### config.mk
export PLATFORM = sky130hd
export DESIGN_NAME = drs_read_state
export DESIGN_NICKNAME = d
export VERILOG_FILES = /design/src/hw/drs_pkg.sv /design/src/hw/drs_stream_if.sv /design/src/hw/drs_fifo.sv /design/src/hw/drs_read_state.sv
export VERILOG_INCLUDE_DIRS = /design/src /design/src/hw
export SDC_FILE = /design/constraint.sdc
export NUM_CORES = 1
export LEC_CHECK = 0
export BUFFER_PORTS_ARGS = -buffer_cell sky130_fd_sc_hd__buf_4
export CAP_MARGIN = 20
export CORE_MARGIN = 3
export CORE_UTILIZATION = 40
export DETAILED_ROUTE_END_ITERATION = 6
export MAX_ROUTING_LAYER = met4
export PLACE_DENSITY = 0.67
export SYNTH_ARGS = -nofsm -noshare
export SYNTH_HDL_FRONTEND = slang
export SYNTH_SLANG_ARGS = --single-unit
### constraint.sdc
create_clock -name i_sys_clk -period 14.81 [get_ports i_sys_clk]
set_input_delay 2.2215 -clock i_sys_clk [delete_from_list [all_inputs] [get_ports i_sys_clk]]
set_output_delay 2.2215 -clock i_sys_clk [all_outputs]
set_load 0.1 [all_outputs]
### src/hw/drs_cfg.svh
`ifndef DRS_CFG_SVH
`define DRS_CFG_SVH

// ----------------------------------------------------------------------
// Register byte offsets
// ----------------------------------------------------------------------
`define DRS_OFF_COUNTS      8'h00
`define DRS_OFF_DEST_PTR    8'h04
`define DRS_OFF_ARRAY_IDX   8'h08
`define DRS_OFF_HOST_ACCESS_RANK   8'h0C
`define DRS_OFF_CNT_RELOAD  8'h10
`define DRS_OFF_SRC_BASE    8'h14
`define DRS_OFF_DEST_BASE   8'h18
`define DRS_OFF_SRC_PTR     8'h1C
`define DRS_OFF_STATUS      8'h20

// ----------------------------------------------------------------------
// Field positions
// ----------------------------------------------------------------------
`define DRS_ACCESS_RANK_RANK_BIT   8
`define DRS_STAT_BUSY_BIT   0
`define DRS_STAT_SETS_LSB   8

// ----------------------------------------------------------------------
// Reset values and sizes
// ----------------------------------------------------------------------
`define DRS_RST_WORD        32'h0000_0000
`define DRS_RST_HALF        16'h0000
`define DRS_MAX_RD_BYTES    64
`define DRS_FIFO_DEPTH      8
`define DRS_DEST_SETS       4

`endif

### src/hw/drs_pkg.sv
package drs_pkg;

   typedef enum logic {
      DRS_IDLE,
      DRS_ACTIVE
   } drs_state_type;

   typedef struct packed {
      logic [31:0] addr;
      logic [15:0] len;
      logic        rank;
      logic [3:0]  tag;
   } drs_cmd_type;

endpackage

### src/hw/drs_stream_if.sv
interface drs_stream_if #(parameter int WIDTH = 8);
   logic [WIDTH-1:0] data;
   logic             valid;
   logic             ready;

   modport src (output data, output valid, input ready);
   modport snk (input data, input valid, output ready);
endinterface

### src/hw/drs_fifo.sv
module drs_fifo
   import drs_pkg::*;
#(
   parameter int WIDTH = 8,
   parameter int DEPTH = 8
)
(
   input  wire logic   i_sys_clk,
   input  wire logic   i_srst,
   drs_stream_if.snk   in_if,
   drs_stream_if.src   out_if
);

   localparam int AW = $clog2(DEPTH);

   if (DEPTH < 2 || (1 << AW) != DEPTH)
   begin : g_chk
      $error("drs_fifo depth must be a power of two of at least two.");
   end

   logic [WIDTH-1:0] mem_reg [DEPTH];
   logic [AW-1:0]    wr_ptr_reg;
   logic [AW-1:0]    rd_ptr_reg;
   logic [AW:0]      count_reg;
   logic             push;
   logic             pop;

   assign in_if.ready  = (count_reg != DEPTH[AW:0]);
   assign out_if.valid = (count_reg != '0);
   assign out_if.data  = mem_reg[rd_ptr_reg];
   assign push         = in_if.valid && in_if.ready;
   assign pop          = out_if.valid && out_if.ready;

   always_ff @(posedge i_sys_clk)
   begin
      if (push)
      begin
         mem_reg[wr_ptr_reg] <= in_if.data;
      end
   end

   always_ff @(posedge i_sys_clk)
   begin
      if (i_srst)
      begin
         wr_ptr_reg <= '0;
         rd_ptr_reg <= '0;
         count_reg  <= '0;
      end
      else
      begin
         if (push)
         begin
            wr_ptr_reg <= wr_ptr_reg + 1'b1;
         end
         if (pop)
         begin
            rd_ptr_reg <= rd_ptr_reg + 1'b1;
         end
         if (push && !pop)
         begin
            count_reg <= count_reg + 1'b1;
         end
         else if (pop && !push)
         begin
            count_reg <= count_reg - 1'b1;
         end
      end
   end

endmodule

### src/hw/drs_read_state.sv
`include "drs_cfg.svh"

module drs_read_state
   import drs_pkg::*;
#(
   parameter int MAX_RD_BYTES = `DRS_MAX_RD_BYTES,
   parameter int FIFO_DEPTH   = `DRS_FIFO_DEPTH,
   parameter int DEST_SETS    = `DRS_DEST_SETS
)
(
   input  wire logic        i_sys_clk,
   input  wire logic        i_srst,
   input  wire logic        i_hsel,
   input  wire logic [31:0] i_haddr,
   input  wire logic [1:0]  i_htrans,
   input  wire logic        i_hwrite,
   input  wire logic [2:0]  i_hsize,
   input  wire logic [31:0] i_hwdata,
   input  wire logic        i_hready,
   output logic             o_hreadyout,
   output logic             o_hresp,
   output logic [31:0]      o_hrdata,
   input  wire logic        i_req_valid,
   output logic             o_req_ready,
   input  wire logic [31:0] i_req_src_addr,
   input  wire logic [15:0] i_req_byte_count,
   input  wire logic [15:0] i_req_array_quantity,
   input  wire logic [15:0] i_req_src_stride,
   input  wire logic        i_req_src_walk_style,
   input  wire logic [2:0]  i_req_fifo_width,
   input  wire logic        i_req_access_rank,
   input  wire logic [3:0]  i_req_host_rank_tag,
   output logic             o_rd_valid,
   input  wire logic        i_rd_ready,
   output logic [31:0]      o_rd_addr,
   output logic [15:0]      o_rd_len,
   output logic             o_rd_access_rank,
   output logic [3:0]       o_rd_host_rank_tag,
   output logic             o_wr_access_rank,
   output logic [3:0]       o_wr_host_rank_tag,
   output logic             o_job_done
);

   if (MAX_RD_BYTES < 1 || MAX_RD_BYTES > 65535 || DEST_SETS < 1 ||
       DEST_SETS > 255)
   begin : g_chk
      $error("drs_read_state parameters out of range.");
   end

   localparam logic [15:0] MAX_LEN  = 16'(MAX_RD_BYTES);
   localparam logic [7:0]  SETS_MAX = 8'(DEST_SETS - 1);

   // ----------------------------------------------------------------------
   // Job state
   // ----------------------------------------------------------------------
   drs_state_type state_reg;
   logic [15:0]   array_byte_count_reg;
   logic [15:0]   array_quantity_reg;
   logic [15:0]   reload_reg;
   logic [15:0]   stride_reg;
   logic [31:0]   base_reg;
   logic [31:0]   ptr_reg;
   logic          walk_reg;
   logic [2:0]    fwid_reg;
   logic          rank_reg;
   logic [3:0]    tag_reg;
   logic          done_reg;

   logic          load;
   logic          empty_job;
   logic          issue;
   logic [15:0]   len_w;
   logic          arr_end;
   logic          last;
   logic [31:0]   wrap_mask;
   logic [31:0]   ptr_inc;
   logic [31:0]   ptr_next;
   logic [31:0]   base_next;
   drs_cmd_type   cmd;

   drs_stream_if #(.WIDTH($bits(drs_cmd_type))) cmd_in ();
   drs_stream_if #(.WIDTH($bits(drs_cmd_type))) cmd_out ();

   assign o_req_ready = (state_reg == DRS_IDLE);
   assign load        = i_req_valid && o_req_ready;
   assign empty_job   = (i_req_byte_count == `DRS_RST_HALF ||
                         i_req_array_quantity == `DRS_RST_HALF);
   assign issue       = (state_reg == DRS_ACTIVE) && cmd_in.ready;

   assign len_w     = (array_byte_count_reg > MAX_LEN) ? MAX_LEN : array_byte_count_reg;
   assign arr_end   = (array_byte_count_reg == len_w);
   assign last      = arr_end && (array_quantity_reg <= 16'h0001 ||
                                  reload_reg == `DRS_RST_HALF);
   assign wrap_mask = (32'h0000_0001 << fwid_reg) - 32'h0000_0001;
   assign ptr_inc   = ptr_reg + {16'h0000, len_w};
   assign ptr_next  = walk_reg ? ((ptr_reg & ~wrap_mask) |
                                  (ptr_inc & wrap_mask))
                               : ptr_inc;
   assign base_next = base_reg + {16'h0000, stride_reg};

   assign cmd.addr  = ptr_reg;
   assign cmd.len   = len_w;
   assign cmd.rank  = rank_reg;
   assign cmd.tag   = tag_reg;

   assign cmd_in.data     = cmd;
   assign cmd_in.valid    = (state_reg == DRS_ACTIVE);
   assign cmd_out.ready   = i_rd_ready;

   drs_fifo #(
      .WIDTH ($bits(drs_cmd_type)),
      .DEPTH (FIFO_DEPTH)
   ) u_cmd_fifo (
      .i_sys_clk (i_sys_clk),
      .i_srst    (i_srst),
      .in_if     (cmd_in),
      .out_if    (cmd_out)
   );

   assign o_rd_valid         = cmd_out.valid;
   assign {o_rd_addr, o_rd_len, o_rd_access_rank, o_rd_host_rank_tag}
                             = cmd_out.data;
   assign o_wr_access_rank   = rank_reg;
   assign o_wr_host_rank_tag = tag_reg;
   assign o_job_done         = done_reg;

   always_ff @(posedge i_sys_clk)
   begin
      if (i_srst)
      begin
         state_reg <= DRS_IDLE;
      end
      else if (load)
      begin
         state_reg <= empty_job ? DRS_IDLE : DRS_ACTIVE;
      end
      else if (issue && last)
      begin
         state_reg <= DRS_IDLE;
      end
   end

   always_ff @(posedge i_sys_clk)
   begin
      if (i_srst)
      begin
         array_byte_count_reg <= `DRS_RST_HALF;
         array_quantity_reg <= `DRS_RST_HALF;
         ptr_reg  <= `DRS_RST_WORD;
         base_reg <= `DRS_RST_WORD;
      end
      else if (load)
      begin
         array_byte_count_reg <= empty_job ? `DRS_RST_HALF : i_req_byte_count;
         array_quantity_reg <= empty_job ? `DRS_RST_HALF : i_req_array_quantity;
         ptr_reg  <= i_req_src_addr;
         base_reg <= i_req_src_addr;
      end
      else if (issue)
      begin
         if (last)
         begin
            array_byte_count_reg <= `DRS_RST_HALF;
            array_quantity_reg <= `DRS_RST_HALF;
            ptr_reg  <= ptr_next;
         end
         else if (arr_end)
         begin
            array_byte_count_reg <= reload_reg;
            array_quantity_reg <= array_quantity_reg - 16'h0001;
            base_reg <= base_next;
            ptr_reg  <= base_next;
         end
         else
         begin
            array_byte_count_reg <= array_byte_count_reg - len_w;
            ptr_reg  <= ptr_next;
         end
      end
   end

   always_ff @(posedge i_sys_clk)
   begin
      if (i_srst)
      begin
         stride_reg <= `DRS_RST_HALF;
         walk_reg   <= 1'b0;
         fwid_reg   <= 3'h0;
         rank_reg   <= 1'b0;
         tag_reg    <= 4'h0;
      end
      else if (load)
      begin
         stride_reg <= i_req_src_stride;
         walk_reg   <= i_req_src_walk_style;
         fwid_reg   <= i_req_fifo_width;
         rank_reg   <= i_req_access_rank;
         tag_reg    <= i_req_host_rank_tag;
      end
   end

   always_ff @(posedge i_sys_clk)
   begin
      if (i_srst)
      begin
         done_reg <= 1'b0;
      end
      else
      begin
         done_reg <= issue && last;
      end
   end

   // ----------------------------------------------------------------------
   // AHB-Lite slave, zero wait states
   // ----------------------------------------------------------------------
   logic        ahb_acc;
   logic        wr_pend_reg;
   logic [7:0]  wr_addr_reg;
   logic [31:0] rd_val;

   assign ahb_acc     = i_hsel && i_htrans[1] && i_hready;
   assign o_hreadyout = 1'b1;
   assign o_hresp     = 1'b0;

   // Reads are a pure mux of stored state, so they cannot disturb a job.
   always_comb
   begin
      rd_val = `DRS_RST_WORD;
      unique case (i_haddr[7:0])
         `DRS_OFF_COUNTS:     rd_val = {array_quantity_reg, array_byte_count_reg};
         `DRS_OFF_DEST_PTR:   rd_val = `DRS_RST_WORD;
         `DRS_OFF_ARRAY_IDX:  rd_val = {16'h0000, stride_reg};
         `DRS_OFF_HOST_ACCESS_RANK:
         begin
            rd_val                      = {28'h000_0000, tag_reg};
            rd_val[`DRS_ACCESS_RANK_RANK_BIT]  = rank_reg;
         end
         `DRS_OFF_CNT_RELOAD: rd_val = {16'h0000, reload_reg};
         `DRS_OFF_SRC_BASE:   rd_val = base_reg;
         `DRS_OFF_DEST_BASE:  rd_val = `DRS_RST_WORD;
         `DRS_OFF_SRC_PTR:    rd_val = ptr_reg;
         `DRS_OFF_STATUS:
         begin
            rd_val = {16'h0000, SETS_MAX, 8'h00};
            rd_val[`DRS_STAT_BUSY_BIT] = (state_reg == DRS_ACTIVE);
         end
         default:             rd_val = `DRS_RST_WORD;
      endcase
   end

   always_ff @(posedge i_sys_clk)
   begin
      if (i_srst)
      begin
         o_hrdata <= `DRS_RST_WORD;
      end
      else if (ahb_acc && !i_hwrite)
      begin
         o_hrdata <= rd_val;
      end
   end

   always_ff @(posedge i_sys_clk)
   begin
      if (i_srst)
      begin
         wr_pend_reg <= 1'b0;
         wr_addr_reg <= 8'h00;
      end
      else
      begin
         wr_pend_reg <= ahb_acc && i_hwrite;
         wr_addr_reg <= i_haddr[7:0];
      end
   end

   // A job load takes precedence over a software write in the same cycle.
   always_ff @(posedge i_sys_clk)
   begin
      if (i_srst)
      begin
         reload_reg <= `DRS_RST_HALF;
      end
      else if (load)
      begin
         reload_reg <= i_req_byte_count;
      end
      else if (wr_pend_reg && wr_addr_reg == `DRS_OFF_CNT_RELOAD)
      begin
         reload_reg <= i_hwdata[15:0];
      end
   end
endmodule

# Word level (Yosys, flattened, before mapping)

Memory sizes are Yosys's and may differ from the RTL's. A register that Yosys moved wholly into a read port is not among the register bits.
Cells that the tools add are included.

$add $sub $neg: 9
Magnitude comparators: 2
Equal/unequal tests: 10
Shift-type cells: 1
Mux-type cells: 32
Bitwise logic cells: 5
Reduce and logical (&&, ||, !) cells: 30

Operators with widths:

| kind                  | number |
|---|---|
| $mux 32               | 9 |
| $pmux 32 s7           | 1 |
| $mux 16               | 13 |
| $add 32x16->32        | 2 |
| $and 32x32->32        | 2 |
| $logic_not 16->1      | 3 |
| $eq 8x5->1 const B    | 4 |
| $not 32->32           | 1 |
| $or 32x32->32         | 1 |
| $shl 1x3->32 const A  | 1 |
| $sub 32x1->32 const B | 1 |
| $eq 16x16->1          | 1 |
| $eq 8x4->1 const B    | 2 |
| $gt 16x7->1 const B   | 1 |
| $le 16x1->1 const B   | 1 |
| $sub 16x1->16 const B | 1 |
| $sub 16x16->16        | 1 |
| $logic_and 1x1->1     | 12 |
| $reduce_bool 2->1     | 5 |
| $eq 8x6->1 const B    | 1 |
| $logic_not 8->1       | 1 |
| $mux 4                | 2 |
| $add 3x1->3 const B   | 2 |
| $mux 3                | 2 |
| other kinds (12)      | 19 |

Register bits after elaboration: 190
RAM bits: 424
Input port bits: 165
Word-level logic and storage cells: 108
Memories kept: 1

Memories:

| memory             | words | width | rd ports | clocked after memory_dff | wr ports | RTL line       | RTL |
|---|---|---|---|---|---|---|---|
| u_cmd_fifo.mem_reg | 8     | 53    | 1        | 1                        | 1        | drs_fifo.sv:21 | `logic [WIDTH-1:0] mem_reg [DEPTH];` |

# Longest topological paths before layout

Gate-level depths: netlist of the first run.

Depth in word-level cells: 10
Gate-level depth with buffers: 17
Gate-level depth less buffers: 14

# Hierarchy

A second synthesis of the first run with hierarchy kept.

Cell total of the unflattened synthesis: 2199
Area total of the unflattened synthesis: 28198.3 um^2

By module, submodules not included:

| module         | instances | cells each | area each (um^2) | sequential area each (um^2) |
|---|---|---|---|---|
| drs_fifo       | 1         | 686        | 16748.6          | 12992.5 |
| drs_read_state | 1         | 1513       | 11449.7          | 3603.5 |

# Least setup slack after synthesis of the first run

OpenSTA, ideal clock, no wires.

Path kind: register -> register
Start point: register u_cmd_fifo.count_reg[0]
End point: memory u_cmd_fifo.mem_reg[2][0] in the netlist's numbering, enable pin
Setup time: 0.614 ns
Data arrival time: 6.727 ns
Data required time: 14.196 ns
Slack: 7.470 ns
Cell stages (with the launch flop): 8
Path buffers: 3
Period minus slack after synthesis: 7.340 ns
Cells stage by stage: dfxtp_1 > nor3_1 > nand2_1 > nand2_1 > clkbuf_1 > clkbuf_1 > buf_1 > nor4b_1

Longest elaborated chain between the ends: 4

RTL lines:

| item                         | RTL line       | RTL |
|---|---|---|
| start: declaration           | drs_fifo.sv:24 | `logic [AW:0] count_reg;` |
| start signal: assignment     | drs_fifo.sv:62 | `count_reg <= count_reg + 1'b1;` |
| start signal: assignment     | drs_fifo.sv:66 | `count_reg <= count_reg - 1'b1;` |
| $ne 4x4->1                   | drs_fifo.sv:28 | `assign in_if.ready = (count_reg != DEPTH[AW:0]);` |
| $logic_and 1x1->1            | drs_fifo.sv:31 | `assign push = in_if.valid && in_if.ready;` |
| $mux 1                       | drs_fifo.sv:36 | `if (push)` |
| $mux 1 (implied by the code) | drs_fifo.sv:38 | `mem_reg[wr_ptr_reg] <= in_if.data;` |
| end: declaration             | drs_fifo.sv:21 |  |

Every way passes these cells.

==> impl_metrics.toml, run 1 <==
[grt]
grt_util_met2 = 0.353
grt_pass1_vias = 19600
track_usage = 0.218
grt_most_used_layer = "met2"
grt_pass1_wl_mm = 119
antenna_found_initial = 0
grt_overflow = 0
use_met1 = 0.287
grt_util_met3 = 0.0332
grt_max_degree = 102

[worst_setup_path]
critPathMaxFanout = 38
cp.arrival_ns = 4.09
worstSetupEndpointType = "output port"
required_ns = 12.59
worstSetupStartpointType = "flip-flop"
crit_type = "flip-flop to output port"

[drt]
wl_per_cell_um = 22.8
drt-pass1-iter-count = 6
vias = 19800
drt_iter0_drc = 2136
drtAntennaViolNets = 0
vias_per_cell = 5.76
drc = 0
wl_mm = 78.5

[synthesis]
synth_area_leaders = "edfxtp_1 45%, dfxtp_1 14%, mux4_2 8.5%"
synth-seq-cells = 617
syn_area_um2 = 28000
ys_types = 90
seq_area_frac_synth = 0.592
postSynthCellCount = 2206
post-synth-top-count-cell = "edfxtp_1"
synth_top_cell_area_share = 0.454
synth_warnings = 0
synth_edf_count = 424
synth-main-ff-cell = "edfxtp_1"
ys_async_sr_fraction = 0
avgSynthCellArea_um2 = 12.7
yosys-top-cells-count = "424 x edfxtp_1, 208 x nor2_1, 193 x dfxtp_1"
synth_top_area_cell = "edfxtp_1"

[clocking]
cts-root-buf = "clkbuf_16"
hold_buffers = 0
cts_setup_buffers = 0
clk_pin_slew_ns = 0.06
cts_max_level = 3
cts_buffers = 66
ctsResizeCount = 0
cts_tree = "yes"
clk_latency_ns = 0.62
cts.sinks = 617
cts_max_path_buffers = 3

[timing]
period_minus_slack_ns = 6.31
slew_viol_final = 0
fin_crit_sh = 0.426
max_freq_mhz = 158
setup_viol = 0
setup_tns_ns = 0
rsz0062_at_grt = "no"
hold_viol = 0
slew_headroom = 0.289
skew_ns = 0.0182
tightest_slew_ns = 1.06

[finish]
final_cell_area_um2 = 32900
largest_reg_flops = 424
drive_gt1_frac = 0.219
multi_input_area_um2 = 11100
area_delta_synth_final_pct = 17.5
final_nets = 2665
fill_cells = 6120
seq_area_um2 = 16600

[worst_hold_path]
min_path_type = "flip-flop to flip-flop"

[flow_run]
max_cap_violations = 0

[placement]
placed_area_um2 = 30800
gp_congestion = 1.01
numPortBuffers = 213
hpwlAfterDp_mm = 51.5

[power_and_ir_drop]
power.internal_mw = 3.45
p_per_area_nw_per_um2 = 162
p_leak_nw = 11.6
ir_drop_mv = 0.0909
p_total_mw = 5.34
switching_share = 0.355
clkPwrFrac = 0.308
comb_power_share = 0.294
power_switching_mw = 1.90
pwr-share-seq = 0.399

[floorplan]
rows = 96
dieArea_um2 = 73300
core_um2 = 68900
pin_count = 260
start_util = 0.406
dieHeight_um = 271
dieWidth_um = 271

[outcome]
status = "complete, no violations"
## routing by layer
| metal | wire (um) | part of all wire | vias up |
|---|---|---|---|
| li1 | - | - | 8897 |
| met2 | 37900 | 0.48 | 940 |
| met3 | 6110 | 0.078 | 151 |
| met1 | 32400 | 0.41 | 9808 |
| met5 | 0 | 0 | - |
| met4 | 2160 | 0.028 | 0 |
## critical path, stage by stage (launching register included)
cell	delay, ns
dfxtp_4	0.80
buf_4	0.68
buf_4	0.73
mux4_2	0.62
mux2_2	0.32
buf_4	0.24
## metrics by stage
stage / util / std cells / hold WS (ns) / setup slack (ns)
6_report: 0.477 / 3438 / 0.488 / 8.50
5_1_grt: 0.477 / 3437 / 0.512 / 8.10
4_1_cts: 0.477 / 3437 / 0.494 / 8.26
3_5_place_dp: 0.446 / 3319 / 0.483 / 8.94
3_3_place_gp: 0.446 / 3318 / 0.466 / 8.94
2_1_floorplan: - / 2288 / 0.453 / 7.47
## final timing paths
path / startpoint / endpoint / slack [ns] / cells past startpoint
setup / recovery: flip-flop / o_rd_addr[3] / 8.50 / 5
setup reg to reg: array_byte_count_reg[10] / ptr_reg[31] / 9.57 / 13
hold reg to reg: stride_reg[6] / stride_reg[6] / 0.49 / 2
hold / removal: stride_reg[6] / stride_reg[6] / 0.49 / 2
## final cells by class
| type | instances | area share |
|---|---|---|
| repair buffers | 240 | 0.0551 |
| inverters | 22 | 0.00251 |
| clock inverters | 32 | 0.0120 |
| flip-flops and latches | 617 | 0.504 |
| clock buffers | 86 | 0.0531 |
| well taps | 931 | 0.0354 |
| diodes | 1 | 0.0000760 |
| multi-input cells | 1509 | 0.337 |
## cell families (layout without fill, tap and decap cells)
logic type	after synthesis	count (layout)	share of synthesized area
other cells	2	85	0.000268
simple gates	641	641	0.109
flops	617	617	0.592
fa+ha+maj	44	44	0.0205
compound gates	479	479	0.114
buf+inv	162	380	0.0246
mux	184	184	0.115
xor+xnor	77	77	0.0241
## power by group through the flow
| stage | clock network [mW] | logic (mW) | registers (mW) |
|---|---|---|---|
| 2_1_floorplan | 0 | 1.26 | 2.09 |
| 3_3_place_gp | 0 | 1.56 | 2.15 |
| 3_5_place_dp | 0 | 1.57 | 2.16 |
| 4_1_cts | 1.68 | 1.58 | 2.13 |
| 5_1_grt | 1.74 | 1.67 | 2.15 |
| 6_report | 1.64 | 1.57 | 2.13 |
## cells in the final DEF, fill, tap and decap left out, types with 14 or more instances in the layout
| master | Yosys | final |
|---|---|---|
| a21o_1 | 16 | 16 |
| a22oi_1 | 64 | 64 |
| a21oi_1 | 143 | 143 |
| nand2_1 | 182 | 181 |
| mux4_2 | 106 | 106 |
| inv_1 | 22 | 22 |
| nand4_1 | 24 | 24 |
| xnor2_1 | 32 | 32 |
| nor2_1 | 208 | 205 |
| mux2_2 | 53 | 53 |
| edfxtp_1 | 424 | 424 |
| a211oi_1 | 50 | 50 |
| buf_4 | 4 | 238 |
| xor2_1 | 45 | 45 |
| nand3_1 | 37 | 37 |
| a221oi_1 | 19 | 19 |
| clkbuf_16 | 0 | 67 |
| o21ai_0 | 72 | 72 |
| conb_1 | 2 | 84 |
| dfxtp_1 | 193 | 190 |
| nor3_1 | 65 | 63 |
| and3_1 | 16 | 16 |
| nor4_1 | 18 | 17 |
| mux2i_1 | 25 | 25 |
| and2_1 | 14 | 14 |
| clkbuf_1 | 95 | 19 |
| ha_1 | 41 | 41 |
No activity file was read; power rests on OpenSTA's default activity.
==> run 2: changes to the inputs <==
--- a/config.mk
+++ b/config.mk
@@ -12,7 +12,7 @@
 export CORE_UTILIZATION = 40
 export DETAILED_ROUTE_END_ITERATION = 6
 export MAX_ROUTING_LAYER = met4
-export PLACE_DENSITY = 0.67
+export PLACE_DENSITY = 0.7
 export SYNTH_ARGS = -nofsm -noshare
 export SYNTH_HDL_FRONTEND = slang
 export SYNTH_SLANG_ARGS = --single-unit
==> constraint.sdc (replaced) <==
create_clock -name i_sys_clk -period 5.1 [get_ports i_sys_clk]
set_input_delay 0.765 -clock i_sys_clk [delete_from_list [all_inputs] [get_ports i_sys_clk]]
set_output_delay 0.765 -clock i_sys_clk [all_outputs]
set_load 0.1 [all_outputs]
==> run 2 against run 1 <==
Effect of this change: sequential share of layout area fell by 0.52 points; setup slack got worse by 7.8 ns; first-iteration DRC count fell by 10%; via count rose by 0.36%; flip-flop and latch count did not move; die area did not move; clock power rose to 3.0 times the previous value; register-to-register slack got worse by 8.9 ns; routed wire length rose by 2.1%; hold slack got worse by 0.12 ns; utilization rose by 0.50 points; final cell count rose by 0.58%; critical path type is now flip-flop to flip-flop; critical endpoint is now ptr_reg[30]; largest cell class unchanged.
==> impl_metrics.toml, run 2 (synthesis gave the netlist of run 1 again) <==
[floorplan]
dieWidth_um = 271
start_util = 0.406
pin_count = 260
rows = 96
dieArea_um2 = 73300
core_um2 = 68900
dieHeight_um = 271

[power_and_ir_drop]
ir_drop_mv = 0.344
p_per_area_nw_per_um2 = 473
p_total_mw = 15.7
p_leak_nw = 11.8

[timing]
slew_viol_final = 0
setup_viol = 0
skew_ns = 0.0285
hold_viol = 0
period_minus_slack_ns = 4.42
slew_headroom = 0.365
tightest_slew_ns = 0.952
fin_crit_sh = 0.867
setup_tns_ns = 0
max_freq_mhz = 226
rsz0062_at_grt = "no"

[clocking]
cts_max_path_buffers = 3
cts_setup_buffers = 0
clk_latency_ns = 0.63
cts_tree = "yes"
cts-root-buf = "clkbuf_16"
cts.sinks = 617
clk_pin_slew_ns = 0.06
ctsResizeCount = 0
hold_buffers = 0
cts_buffers = 67
cts_max_level = 3

[worst_hold_path]
min_path_type = "input pin to flip-flop"
holdPathEnd = "wr_addr_reg[4]"
hold_depth = 2
min_from = "i_haddr[4]"

[drt]
wl_mm = 80.2
vias_per_cell = 5.75
wl_per_cell_um = 23.2
drt-pass1-iter-count = 6
vias = 19900
drt_iter0_drc = 1919
drtAntennaViolNets = 0
drc = 0

[finish]
area_delta_synth_final_pct = 18.7
diodes = 0
multi_input_area_um2 = 11200
seq_area_um2 = 16600
final_nets = 2683
final_cell_area_um2 = 33300
fill_cells = 6103
drive_gt1_frac = 0.226
final_common_cell = "edfxtp_1"
layout_common_cells = "424 x edfxtp_1, 253 x buf_4, 205 x nor2_1"
largest_reg_flops = 424
stdcell_count = 3458

[worst_setup_path]
required_ns = 5.57
r2r_end = "ptr_reg[30]"
timing.rr.start = "array_byte_count_reg[1]"
critPathMaxFanout = 9
critPathSlowestCell = "a21oi_1"
reg2reg_slack_ns = 0.68
path_cells = "or3_1, o41ai_2, and3_4, and2_1, ha_1, fa_1, a21oi_1, o211ai_1, nand4_1, a21oi_1, nand4_1, xnor2_1, a221oi_1, nor3_1"
critPathLaunch = "array_byte_count_reg[1]"
path_delay_family = "simple AND/OR/NAND/NOR gates"
path_buf_inv = 0
slowest_delay_ns = 0.57
cp.arrival_ns = 4.89
r2r_cells = 14
worstSetupEndpointType = "flip-flop"
worstSetupStartpointType = "flip-flop"
crit_type = "flip-flop to flip-flop"

[grt]
grt_pass1_wl_mm = 121
grt_overflow = 0
grt_pass1_vias = 19900
antenna_found_initial = 2
track_usage = 0.222
grt_max_degree = 107

[placement]
gp_congestion = 0.936
placed_area_um2 = 31000
hpwlAfterDp_mm = 53.2
numPortBuffers = 213
dp_cells = 3335

[flow_run]
max_cap_violations = 0

[outcome]
status = "complete, no violations"
## run 2: changes by cell type in the layout (fill, tap and decap cells not counted), sizes merged
cell	before	now
buf	240	257
clkinv	21	26
clkinvlp	0	3
inv	27	24
clkbuf	86	84
bufinv	6	7
diode	1	0
## run 2: worst max-delay path by stage
stage	slack, ns	endpoint	depth (start not counted)
after floorplan	0.38	u_cmd_fifo.mem_reg[2][0]	7
after global placement	0.84	ptr_reg[30]	14
after detailed placement	0.78	ptr_reg[30]	14
after CTS	0.74	ptr_reg[30]	14
after global routing	0.40	ptr_reg[30]	14
final	0.68	ptr_reg[30]	14
## run 2: worst register-to-register path: stages (launching register included)
cell and delay, ns:
dfxtp_1 0.40, or3_1 0.47, o41ai_2 0.34, and3_4 0.31
and2_1 0.31, ha_1 0.27, fa_1 0.23, a21oi_1 0.11
o211ai_1 0.25, nand4_1 0.24, a21oi_1 0.57, nand4_1 0.21
xnor2_1 0.17, a221oi_1 0.30, nor3_1 0.08
## run 2: cell type report
class / count / area share
Timing Repair Buffer: 257 / 0.0592
Sequential cell: 617 / 0.499
Inverter: 22 / 0.00248
Clock buffer: 84 / 0.0535
Tap cell: 931 / 0.0350
Clock inverter: 38 / 0.0150
Multi-Input combinational cell: 1509 / 0.336
## run 2: where the power goes
group | leakage, nW | switching (mW) | internal, mW | total, mW
clock network | 1.10 | 2.07 | 2.89 | 4.96
registers | 5.48 | 0.436 | 5.70 | 6.14
logic | 5.19 | 3.08 | 1.57 | 4.65
## run 2: routing by layer
metal | part of all wire | track usage
met3 | 0.079 | 0.0390
met2 | 0.49 | 0.364
met1 | 0.40 | 0.287
met4 | 0.023 | 0.0582
met5 | 0 | -
## run 2: through the flow
| step | setup slack [ns] | utilization | hold slack, ns |
|---|---|---|---|
| detailed placement | 0.782 | 0.449 | 0.475 |
| global route | 0.399 | 0.482 | 0.358 |
| CTS | 0.737 | 0.482 | 0.341 |
| floorplan | 0.376 | - | 0.453 |
| global placement | 0.844 | 0.449 | 0.472 |
| finish | 0.677 | 0.482 | 0.373 |
